===== src/verilog/nvol_pkg.sv =====
// Package for the nonvolatile octal latch: timing counts, states, carriers.
// Assumes a single 100 MHz core clock; all times are converted to cycles here.
package nvol_pkg;

    // ==========================================================
    // Timing
    localparam int CLK_PERIOD_NS     = 10;
    localparam int SHADOW_WRITE_NS   = 500;
    localparam int RESTORE_NS        = 1000;
    localparam int POWER_UP_HOLD_NS  = 2000;
    // Longest times round down, at least one cycle
    localparam int SHADOW_WRITE_CYC  = (SHADOW_WRITE_NS / CLK_PERIOD_NS) < 1 ? 1 : (SHADOW_WRITE_NS / CLK_PERIOD_NS);
    localparam int RESTORE_CYC       = (RESTORE_NS / CLK_PERIOD_NS) < 1 ? 1 : (RESTORE_NS / CLK_PERIOD_NS);
    localparam int POWER_UP_HOLD_CYC = (POWER_UP_HOLD_NS + CLK_PERIOD_NS - 1) / CLK_PERIOD_NS;

    // ==========================================================
    // Reset values
    localparam logic [7:0] NVOL_RESET_SHADOW = 8'h00;

    // ==========================================================
    // Types
    typedef enum logic [1:0] {
        NVOL_PWR_OFF,
        NVOL_PWR_RESTORE,
        NVOL_PWR_RUN
    } nvol_pwr_t;

    typedef enum logic [1:0] {
        NVOL_BIT_IDLE,
        NVOL_BIT_WRITE
    } nvol_bit_t;

    typedef struct packed {
        logic [7:0] data;
        logic       latch_ctl;
        logic       oe_n;
    } nvol_host_t;

endpackage


===== src/verilog/nvol_latch.sv =====
// Nonvolatile octal latch/register: user storage, per-bit shadow, restore.
// Assumes host inputs synchronous to core_clk; power_good is the supply check.
//
// Overview of operation
// - Eight independent bits, each with input, output, user cell and shadow cell.
// - Output enable low drives stored state; high releases all outputs.
// - Transparent variant follows inputs while control high, freezes on fall.
// - Register variant captures inputs only on control rising edge.
// - Without a load condition the state holds and shows if enabled.
// - Loading continues while outputs are released.
// - Any change of latched state starts a shadow write unprompted.
// - A shadow write commits within 500 ns of its start.
// - Shadow writes happen only when the latched value differs.
// - Comparison and writing are done per bit.
// - Below threshold all shadow updates are blocked.
// - Below threshold host loads of the user latch are ignored.
// - Restore starts at threshold and ends within the restore duration.
// - Restore puts shadow on internal data and gives exactly one load pulse.
// - After restore behaviour matches pre-loss state, then normal operation.
// - Transparent values passing through are not saved; only the held one.
// - Shadow writes that fall behind catch up after a burst.
`timescale 1ns/1ps
module nvol_latch
    import nvol_pkg::*;
#(
    parameter int WIDTH        = 8,
    parameter bit TRANSPARENT  = 1'b1,
    parameter int WRITE_CYC    = SHADOW_WRITE_CYC,
    parameter int RESTORE_CYCS = RESTORE_CYC,
    parameter int HOLD_CYCS    = POWER_UP_HOLD_CYC
) (
    // Clock and reset
    input  wire logic             core_clk,
    input  wire logic             rst,
    // Supply monitor
    input  wire logic             power_good,
    // Host side
    input  wire logic [WIDTH-1:0] data_inputs,
    input  wire logic             latch_ctl,
    input  wire logic             oe_n,
    // Output pins
    output logic      [WIDTH-1:0] data_outputs,
    output logic      [WIDTH-1:0] data_outputs_oe,
    // Status
    output logic                  restore_done,
    output logic                  shadow_busy
);

    initial begin
        if (WIDTH != 8 || RESTORE_CYCS < 2 || RESTORE_CYCS > 65535 || HOLD_CYCS > 65535) begin
            $error("nvol_latch: unsupported parameter");
        end
    end

    nvol_host_t       host;
    nvol_pwr_t        pwr_q, pwr_d;
    logic [15:0]      tmr_q, tmr_d;
    logic [WIDTH-1:0] user_q, user_d;
    logic [WIDTH-1:0] held_q, held_d;
    logic             ctl_q, ctl_d;
    logic             pulse_q, pulse_d;
    logic [WIDTH-1:0] out_q, out_d;
    logic [WIDTH-1:0] oe_q, oe_d;
    logic             done_q, done_d;
    logic             busy_q, busy_d;
    logic [WIDTH-1:0] shadow;
    logic [WIDTH-1:0] bit_busy;

    assign host = '{data: data_inputs, latch_ctl: latch_ctl, oe_n: oe_n};

    // ==========================================================
    // Power sequencing and user storage
    always_comb begin
        pwr_d   = pwr_q;
        tmr_d   = tmr_q;
        user_d  = user_q;
        held_d  = held_q;
        pulse_d = 1'b0;
        done_d  = done_q;
        ctl_d   = power_good ? host.latch_ctl : 1'b0;
        unique case (pwr_q)
            NVOL_PWR_OFF: begin
                done_d = 1'b0;
                if (power_good) begin
                    pwr_d   = NVOL_PWR_RESTORE;
                    tmr_d   = 16'(RESTORE_CYCS - 1);
                    user_d  = shadow;
                    held_d  = shadow;
                    pulse_d = 1'b1;
                end
            end
            NVOL_PWR_RESTORE: begin
                if (!power_good) begin
                    pwr_d = NVOL_PWR_OFF;
                end else if (tmr_q == 16'h0000) begin
                    pwr_d  = NVOL_PWR_RUN;
                    done_d = 1'b1;
                end else begin
                    tmr_d = tmr_q - 16'h0001;
                end
            end
            NVOL_PWR_RUN: begin
                if (!power_good) begin
                    pwr_d = NVOL_PWR_OFF;
                end else if (TRANSPARENT) begin
                    if (host.latch_ctl) begin
                        user_d = host.data;
                    end
                    if (ctl_q && !host.latch_ctl) begin
                        held_d = user_q;
                    end
                end else if (host.latch_ctl && !ctl_q) begin
                    user_d = host.data;
                    held_d = host.data;
                end
            end
        endcase
        // Without a load condition user_d keeps user_q
        out_d  = (pwr_q == NVOL_PWR_OFF) ? user_q : user_d;
        oe_d   = host.oe_n ? {WIDTH{1'b0}} : {WIDTH{1'b1}};
        busy_d = |bit_busy;
    end

    always_ff @(posedge core_clk) begin
        if (rst) begin
            pwr_q   <= NVOL_PWR_OFF;
            tmr_q   <= 16'h0000;
            ctl_q   <= 1'b0;
            pulse_q <= 1'b0;
            out_q   <= '0;
            oe_q    <= '0;
            done_q  <= 1'b0;
            busy_q  <= 1'b0;
        end else begin
            pwr_q   <= pwr_d;
            tmr_q   <= tmr_d;
            ctl_q   <= ctl_d;
            pulse_q <= pulse_d;
            out_q   <= out_d;
            oe_q    <= oe_d;
            done_q  <= done_d;
            busy_q  <= busy_d;
        end
        // User cells are rebuilt from the shadow at every restore
        user_q <= user_d;
        held_q <= held_d;
    end

    assign data_outputs    = out_q;
    assign data_outputs_oe = oe_q;
    assign restore_done    = done_q;
    assign shadow_busy     = busy_q;

    // ==========================================================
    // Per-bit shadow cells; each runs independently and writes its latest value once idle after a burst
    generate
        for (genvar i = 0; i < WIDTH; i++) begin : g_bit
            nvol_shadow_bit #(
                .WRITE_CYC (WRITE_CYC),
                .RESET_VAL (NVOL_RESET_SHADOW[i])
            ) u_shadow (
                .core_clk   (core_clk),
                .rst        (rst),
                .power_good (power_good && pwr_q == NVOL_PWR_RUN),
                .user_bit   (held_q[i]),
                .shadow_bit (shadow[i]),
                .busy       (bit_busy[i])
            );
        end
    endgenerate

    // ==========================================================
    // Checks
    property p_oe_follows;
        @(posedge core_clk) disable iff (rst)
        ##1 (data_outputs_oe == ($past(oe_n) ? 8'h00 : 8'hFF));
    endproperty
    a_oe_follows: assert property (p_oe_follows) else $error("output enable mismatch");

    property p_blocked_low;
        @(posedge core_clk) disable iff (rst)
        (!power_good && pwr_q != NVOL_PWR_OFF) ##1 (pwr_q == NVOL_PWR_OFF) |=> $stable(user_q);
    endproperty
    a_blocked_low: assert property (p_blocked_low) else $error("user load below threshold");

    property p_single_pulse;
        @(posedge core_clk) disable iff (rst)
        pulse_q |=> !pulse_q [*8];
    endproperty
    a_single_pulse: assert property (p_single_pulse) else $error("more than one restore pulse");

    property p_restore_len;
        @(posedge core_clk) disable iff (rst || !power_good)
        $rose(pulse_q) |-> ##[1:120] restore_done;
    endproperty
    a_restore_len: assert property (p_restore_len) else $error("restore too long");

    property p_hold;
        @(posedge core_clk) disable iff (rst)
        (pwr_q == NVOL_PWR_RUN && !TRANSPARENT && !(latch_ctl && !ctl_q) && power_good) |=> $stable(user_q);
    endproperty
    a_hold: assert property (p_hold) else $error("register changed without edge");

    property p_transp;
        @(posedge core_clk) disable iff (rst)
        (pwr_q == NVOL_PWR_RUN && power_good && TRANSPARENT && latch_ctl) |=> (user_q == $past(data_inputs));
    endproperty
    a_transp: assert property (p_transp) else $error("latch not transparent");

    property p_out_shows;
        @(posedge core_clk) disable iff (rst)
        (pwr_q == NVOL_PWR_RUN) ##1 (pwr_q == NVOL_PWR_RUN) |-> (data_outputs == $past(user_q) || data_outputs == user_q);
    endproperty
    a_out_shows: assert property (p_out_shows) else $error("outputs do not show state");

    property p_restore_value;
        @(posedge core_clk) disable iff (rst)
        pulse_q |-> (user_q == $past(shadow));
    endproperty
    a_restore_value: assert property (p_restore_value) else $error("restore loaded wrong value");

endmodule


===== src/verilog/nvol_shadow_bit.sv =====
// One nonvolatile shadow cell with its own write sequencer.
// Assumes the user bit is stable from the core clock; power_good gates writes.
`timescale 1ns/1ps
module nvol_shadow_bit
    import nvol_pkg::*;
#(
    parameter int WRITE_CYC = SHADOW_WRITE_CYC,
    parameter bit RESET_VAL = 1'b0
) (
    // Clock and reset
    input  wire logic core_clk,
    input  wire logic rst,
    // Control
    input  wire logic power_good,
    input  wire logic user_bit,
    // Shadow state
    output logic      shadow_bit,
    output logic      busy
);

    initial begin
        if (WRITE_CYC < 1 || WRITE_CYC > 65535) begin
            $error("nvol_shadow_bit: WRITE_CYC out of range");
        end
    end

    nvol_bit_t   state_q, state_d;
    logic [15:0] cnt_q,   cnt_d;
    logic        shadow_q, shadow_d;
    logic        target_q, target_d;

    // ==========================================================
    // Write sequencer
    always_comb begin
        state_d  = state_q;
        cnt_d    = cnt_q;
        shadow_d = shadow_q;
        target_d = target_q;
        unique case (state_q)
            NVOL_BIT_IDLE: begin
                // Only a differing bit costs an endurance cycle
                if (power_good && user_bit != shadow_q) begin
                    state_d  = NVOL_BIT_WRITE;
                    target_d = user_bit;
                    cnt_d    = 16'(WRITE_CYC - 1);
                end
            end
            NVOL_BIT_WRITE: begin
                if (!power_good) begin
                    state_d = NVOL_BIT_IDLE;
                end else if (cnt_q == 16'h0000) begin
                    shadow_d = target_q;
                    state_d  = NVOL_BIT_IDLE;
                end else begin
                    cnt_d = cnt_q - 16'h0001;
                end
            end
        endcase
    end

    // Shadow cell survives supply loss; only rst, the factory clear, empties it.
    // An unknown cell would never compare unequal and so never be written.
    always_ff @(posedge core_clk) begin
        if (rst) begin
            state_q  <= NVOL_BIT_IDLE;
            cnt_q    <= 16'h0000;
            shadow_q <= RESET_VAL;
            target_q <= RESET_VAL;
        end else begin
            state_q  <= state_d;
            cnt_q    <= cnt_d;
            shadow_q <= shadow_d;
            target_q <= target_d;
        end
    end

    assign shadow_bit = shadow_q;
    assign busy       = (state_q == NVOL_BIT_WRITE);

    property p_commit_in_time;
        @(posedge core_clk) disable iff (rst || !power_good)
        (state_q == NVOL_BIT_IDLE && power_good && user_bit != shadow_q) |-> ##[1:60] (state_q == NVOL_BIT_IDLE);
    endproperty
    a_commit_in_time: assert property (p_commit_in_time) else $error("shadow write overran");

    property p_no_write_low;
        @(posedge core_clk) disable iff (rst)
        !power_good |=> $stable(shadow_q);
    endproperty
    a_no_write_low: assert property (p_no_write_low) else $error("shadow changed below threshold");

    property p_no_needless;
        @(posedge core_clk) disable iff (rst)
        (state_q == NVOL_BIT_IDLE && user_bit == shadow_q) |=> (state_q == NVOL_BIT_IDLE);
    endproperty
    a_no_needless: assert property (p_no_needless) else $error("write on equal bit");

endmodule


===== config.mk =====
export PLATFORM = sky130hd
export DESIGN_NAME = nvol_latch
export DESIGN_NICKNAME = d
export VERILOG_FILES = /design/src/verilog/nvol_pkg.sv /design/src/verilog/nvol_latch.sv /design/src/verilog/nvol_shadow_bit.sv
export SDC_FILE = /design/constraint.sdc
export NUM_CORES = 1
export LEC_CHECK = 0
export BUFFER_PORTS_ARGS = -buffer_cell sky130_fd_sc_hd__buf_2
export CORE_MARGIN = 1.5
export CORE_UTILIZATION = 60
export DETAILED_ROUTE_END_ITERATION = 7
export PLACE_DENSITY = 0.77
export SETUP_SLACK_MARGIN = 0.15
export SLEW_MARGIN = 15
export SYNTH_ARGS = -nofsm -noshare
export SYNTH_HDL_FRONTEND = slang
export SYNTH_HIERARCHICAL = 1
export SYNTH_SLANG_ARGS = --single-unit

===== constraint.sdc =====
create_clock -name core_clk -period 5.89 [get_ports core_clk]
set_input_delay 1.178 -clock core_clk [delete_from_list [all_inputs] [get_ports core_clk]]
set_output_delay 1.178 -clock core_clk [all_outputs]
set_load 0.01 [all_outputs]

### Yosys cells after proc, flatten, opt, wreduce, memory -nomap -nowiden

Cells that the tools add are included.

* bits in latches: 0
* bits in registers: 213
* bits in read-only memories: 0
* bits in writable memories: 0
* word-level logic and storage cells: 264
* input port bits: 13
* memories: 0

* shift operators: 0
* add/sub/neg operators: 9
* mux-type cells: 86
* divide/modulo/power cells: 0
* equal/unequal tests: 58
* multipliers: 0
* reduce and logical (&&, ||, !) cells: 69
* magnitude comparators: 0
* bitwise operators: 1

Operator list (number)
* two-way mux 16 bit: 27
* case mux 16 bit (2 select lines): 9
* logical NOT 16 bit: 9
* subtractor 16 x 1 -> 16 bit, second input constant: 9
* two-way mux 8 bit: 8
* two-way mux 2 bit: 28
* AND reduction 3 bit: 18
* inequality test 2 bit, second input constant: 22
* case mux 2 bit (2 select lines): 8
* case mux 8 bit (2 select lines): 2
* AND reduction 2 bit: 16
* inequality test 3 bit, second input constant: 9
* equality test 2 x 1 -> 1 bit, second input constant: 9
* logical NOT 2 bit: 9
* inequality test 2 x 1 -> 1 bit, second input constant: 9
* logical AND 1 bit: 10
* inequality test 1 bit: 8
* AND reduction 4 bit: 2
* OR reduction 8 bit: 1
* case mux 2 bit (3 select lines): 1
* nonzero test 2 bit: 2
* equality test 2 bit, second input constant: 1
* two-way mux 1 bit: 2
* case mux 1 bit (2 select lines): 1
* other kinds (3): 3

### Longest topological paths before layout

* depth after elaboration: 5
* mapped depth: 9
* gate-level depth less buffers: 7

### Cells and area by module

The synthesis kept the hierarchy.

Modules (own cells, without submodules)
* nvol_shadow_bit: instances 8, cells each 124, sequential area each 380.4 µm², area each 1032.2 µm²
* nvol_latch: instances 1, cells each 239, sequential area each 1001.0 µm², area each 2279.7 µm²

### Least setup slack after synthesis

No wires, ideal clock.

* path type: input to register
* start: input port power_good
* end: register g_bit[0].u_shadow.cnt_q[7]
* setup time: 0.070 ns
* required time: 5.820 ns
* path slack: 2.416 ns
* stages: 7
* arrival time: 3.404 ns
* path through: buf_2 > and2_1 > nand4bb_1 > or3_1 > buf_2 > or4_1 > a21oi_1

* cells in the longest elaborated chain, start to end: 4
* elaborated cells on any way between the ends: 5

RTL lines
* start: declaration: line nvol_latch.sv:36 `input wire logic power_good,`
* logical AND 1 bit (*): line nvol_latch.sv:164 `.power_good (power_good && pwr_q == NVOL_PWR_RUN),`
* logical AND 1 bit: line nvol_shadow_bit.sv:42 `if (power_good && user_bit != shadow_q) begin`
* inequality test 2 x 1 -> 1 bit (no line)
* AND reduction 3 bit (no line) (*)
* end signal: assignment: line nvol_shadow_bit.sv:71 `cnt_q <= cnt_d;`
* end: declaration: line nvol_shadow_bit.sv:28 `logic [15:0] cnt_q, cnt_d;`

Every way passes the cells marked *; elsewhere a longest branch is shown, timed or not.
A chain may end at the register's enable or synchronous reset.

### Final worst setup path

* start: register pwr_q[0]
* end: register g_bit[4].u_shadow.cnt_q[11]

* cells in the longest elaborated chain, start to end: 5
* elaborated cells on any way between the ends: 6

RTL lines
* start: declaration: line nvol_latch.sv:56 `nvol_pwr_t pwr_q, pwr_d;`
* start signal: assignment: line nvol_latch.sv:135 `pwr_q <= pwr_d;`
* equality test 2 bit (*): line nvol_latch.sv:164
* logical AND 1 bit (*): line nvol_latch.sv:164
* logical AND 1 bit: line nvol_shadow_bit.sv:42
* inequality test 2 x 1 -> 1 bit (no line)
* AND reduction 3 bit (no line) (*)
* end signal: assignment: line nvol_shadow_bit.sv:71
* end: declaration: line nvol_shadow_bit.sv:28

Marks and branches as above.

==> flow_summary_export.csv <==
group,metric,value,unit
critical_path,maximum_net_fanout_on_the_critical_path,30,
critical_path,critical_path.cell_chain,"inv_1, ha_1, and2_1, buf_12, nand4bb_1, or3_1, nor4_1, mux2_2",
synthesis,yosysWarnings,6,
global_route,first_global_vias,8439,
sta,tightest_slew,1050,ps
clock_tree,cts_inserted_buffers,17,
sta,totalNegativeSetupSlack,0,ps
finish,fillCellCount,1444,
critical_path,end_kind,"flop",
placed_design,dp_slack,2270,ps
sta,relSlewSlack,0.302,
power_and_ir_drop,ir_drop,196,uV
sta,post-route-period-util,0.591,
floorplan,die-width,136,um
routing,routed_wl,23400,um
critical_path,critical_path.startpoint_type,"flop",
floorplan,design.portCount,31,
routing,avgViaCountPerCell,6.32,
floorplan,die-height,136,um
sta,hold_violations,0,
power_and_ir_drop,total_power_divided_by_cell_area,240,nW/um^2
clock_tree,cts.root.buffer_cell,"clkbuf_16",
worst_hold_path,hold_end,"g_bit[3].u_shadow/shadow_bit$_SDFFE_PP0P_",
clock_tree,post_cts.repair.setup_buffers,0,
critical_path,required,6200,ps
power_and_ir_drop,cellLeakagePower,0.00417,uW
routing,postRouteAntennaNets,0,
global_route,grt_pass1_wl,39200,um
clock_tree,clockBufferDepth,2,
critical_path,crit_path_class,"flop to flop",
finish,fin_nets,1268,
global_route,grt_usage,0.261,
clock_tree,worst_skew_pair.late_latency,430,ps
floorplan,core-area,17200,sq um
synthesis,distinct_cells_synth,57,
finish,area_delta_synth_final,8.24,%
synthesis,fraction_of_registers_with_async_set_reset,0,
critical_path,cpMaxStageDelayCell,"ha_1",
synthesis,ys_seq_elements,198,
sta,clock-skew-final,11.9,ps
floorplan,fp.dieArea,18400,sq um
synthesis,synth_top_flop_cell,"dfxtp_1",
routing,drt_iter0_markers,681,
sta,timing.final.setup_violations,0,
routing,detailroute.via_count,9373,
floorplan,floorplan.initialDensity,0.611,
clock_tree,postCtsHoldBufs,0,
global_route,maximum_number_of_pins_on_one_net_before_global_route_repair,44,
synthesis,synth_top_cell_by_area,"dfxtp_1",
routing,post-route-drc-count,0,
critical_path,crit-reg2reg-launch,"pwr_q[0]$_SDFFE_PP0P_",
synthesis,synthesis.instances,1231,
sta,fin_ws,2410,ps
finish,share_of_layout_cells_above_drive_strength_1,0.127,
clock_tree,path_clk_slew,70,ps
sta,post-route-min-period,3480,ps
synthesis,synth-edff-count,8,
synthesis,synthesis.area_per_instance,8.56,sq um
job,timing.max_cap.violations,0,
clock_tree,ctsHtreeMaxLevel,4,
sta,slew_viol_final,0,
placed_design,io_buffers,30,
synthesis,syn-num-nets,1256,
critical_path,rrSetupSlack,2410,ps
clock_tree,cts_tree,"built",
critical_path,crit-reg2reg-capture,"g_bit[4].u_shadow/cnt_q[11]$_SDFFE_PP0P_",
global_route,grt_remaining_overflow,0,
placed_design,place_congestion,0.832,
critical_path,critical-path-max-stage-delay,730,ps
routing,drt_pass1_iterations,5,
sta,top_achievable_clock_speed,0.287,GHz
placed_design,post-dp-hpwl,16400,um
synthesis,post_synth_main_area_contributors,"dfxtp_1, a21oi_1, o31ai_1",
synthesis,synthDominantCellAreaShare,0.361,
synthesis,synth-seq-area-share,0.384,
clock_tree,post_cts_resized,0,
worst_hold_path,min_path_cells,2,
critical_path,cp_data_arrival_time,3790,ps
routing,route.detailed.wl_per_inst,15.8,um
worst_hold_path,min_from,"g_bit[3].u_shadow/target_q$_SDFFE_PP0P_",
worst_hold_path,holdCritPathClass,"flop to flop",
sta,rsz_0062_raised_after_global_routing,"no",
global_route,grt_antenna_before_repair,2,
floorplan,rows,48,
synthesis,synth.cell_area,10500,sq um
clock_tree,clkSinkCount,198,
status,outcome,"completed",
critical_path,r2r.worst_path.cells,8,
## logic make-up (layout without fill, tap and decap cells)
family / count (synthesis) / count (layout) / share of synthesized area
other: 0 / 2 / 0
buffers and inverters: 96 / 121 / 0.0378
AND/OR/NAND/NOR: 536 / 536 / 0.321
AO/OA/AOI/OAI: 336 / 336 / 0.192
multiplexers: 37 / 37 / 0.0380
flip-flops: 198 / 198 / 0.384
adder cells (fa/ha/maj): 12 / 12 / 0.0142
XOR/XNOR: 16 / 16 / 0.0133
## placed cells by master (no fill, tap or decap), types with 10 or more instances in the layout
cell type,instances
nand4_1,16
buf_2,30
or4_1,40
nor4_1,27
clkbuf_16,18
dfxtp_1,190
inv_1,48
or3_2,17
mux2_2,24
ha_1,12
a211oi_1,10
buf_4,10
nor2_1,79
nand2b_1,16
nor3_1,20
or3_1,54
a21oi_1,149
nor4_4,10
a31oi_1,10
o21ai_0,61
nand3_1,27
nand2_1,100
and4_1,19
o31ai_1,61
and2_1,20
mux2i_1,13
## sequential cells by signal, summed over array words and instances, names as in the netlist
register / cells
ctl_q: 1
data_outputs: 8
data_outputs_oe: 1
g_bit.u_shadow/cnt_q: 128
g_bit.u_shadow/shadow_bit: 8
g_bit.u_shadow/state_q: 8
g_bit.u_shadow/target_q: 8
held_q: 8
pwr_q: 2
restore_done: 1
shadow_busy: 1
tmr_q: 16
user_q: 8
## worst max path at each step
stage / startpoint / end / slack (ps) / cells past startpoint
after floorplan: power_good / g_bit[0].u_shadow/cnt_q[7]$_SDFFE_PP0P_ / 2420 / 7
after global placement: power_good / g_bit[3].u_shadow/cnt_q[7]$_SDFFE_PP0P_ / 2370 / 7
after detailed placement: power_good / g_bit[4].u_shadow/cnt_q[11]$_SDFFE_PP0P_ / 2270 / 7
after CTS: pwr_q[0]$_SDFFE_PP0P_ / g_bit[4].u_shadow/cnt_q[11]$_SDFFE_PP0P_ / 2440 / 8
after global routing: pwr_q[0]$_SDFFE_PP0P_ / g_bit[4].u_shadow/cnt_q[11]$_SDFFE_PP0P_ / 2130 / 8
final: pwr_q[0]$_SDFFE_PP0P_ / g_bit[4].u_shadow/cnt_q[11]$_SDFFE_PP0P_ / 2410 / 8
## per-layer routing
metal | part of all wire | vias to the layer above | GRT usage
li1 | - | 4692 | -
met1 | 0.47 | 4472 | 0.339
met4 | 0.015 | 0 | 0.0753
met2 | 0.48 | 184 | 0.442
met3 | 0.039 | 25 | 0.0475
met5 | 0 | - | 0
## layout make-up
class,instances,area [sq um],area share
Antenna cell,2,5.00,0.000439
Clock buffer,23,489,0.0429
Clock inverter,9,65.1,0.00570
Inverter,48,180,0.0158
Multi-Input combinational cell,937,6100,0.534
Sequential cell,198,4040,0.355
Tap cell,225,282,0.0247
Timing Repair Buffer,41,245,0.0215
## worst max-delay path: cells and delay by family, from the launching register on
kind / cells / cell delay [ps]
AND/OR/NAND/NOR: 4 / 1580
adder cells (fa/ha/maj): 1 / 730
multiplexers: 1 / 370
buffers and inverters: 2 / 340
flip-flops: 1 / 330
## report_power, final
| group | internal, uW | switching, uW | total (uW) | leakage (uW) |
|---|---|---|---|---|
| registers | 1370 | 26.9 | 1400 | 0.00161 |
| clock network | 591 | 514 | 1110 | 0.000262 |
| logic | 86.6 | 146 | 233 | 0.00230 |
| total | 2050 | 688 | 2740 | 0.00417 |
## metrics by stage
step | utilization | hold WS, ps | cell area, sq um | power, uW | cells
final | 0.662 | 481 | 11400 | 2740 | 1483
after global routing | 0.662 | 508 | 11400 | 2850 | 1483
after CTS | 0.661 | 486 | 11400 | 2760 | 1481
after detailed placement | 0.629 | 477 | 10800 | 1660 | 1449
after global placement | 0.629 | 467 | 10800 | 1650 | 1449
after floorplan | - | 455 | 10500 | 1600 | 1231
## Yosys cell counts (9+ instances only)
| library cell | number |
|---|---|
| ha_1 | 12 |
| nand2b_1 | 16 |
| nand4_1 | 16 |
| nor4_4 | 10 |
| or3_1 | 54 |
| a211oi_1 | 10 |
| and2_1 | 20 |
| nand2_1 | 100 |
| o21ai_0 | 61 |
| nor3_1 | 20 |
| buf_2 | 9 |
| mux2i_1 | 13 |
| nor2_1 | 79 |
| or4_1 | 40 |
| and4_1 | 19 |
| inv_1 | 48 |
| o31ai_1 | 61 |
| or3_2 | 17 |
| a31oi_1 | 10 |
| nand3_1 | 27 |
| a21oi_1 | 149 |
| clkbuf_1 | 29 |
| mux2_2 | 24 |
| nor4_1 | 27 |
| dfxtp_1 | 190 |
(Power assumes the default switching activity.)
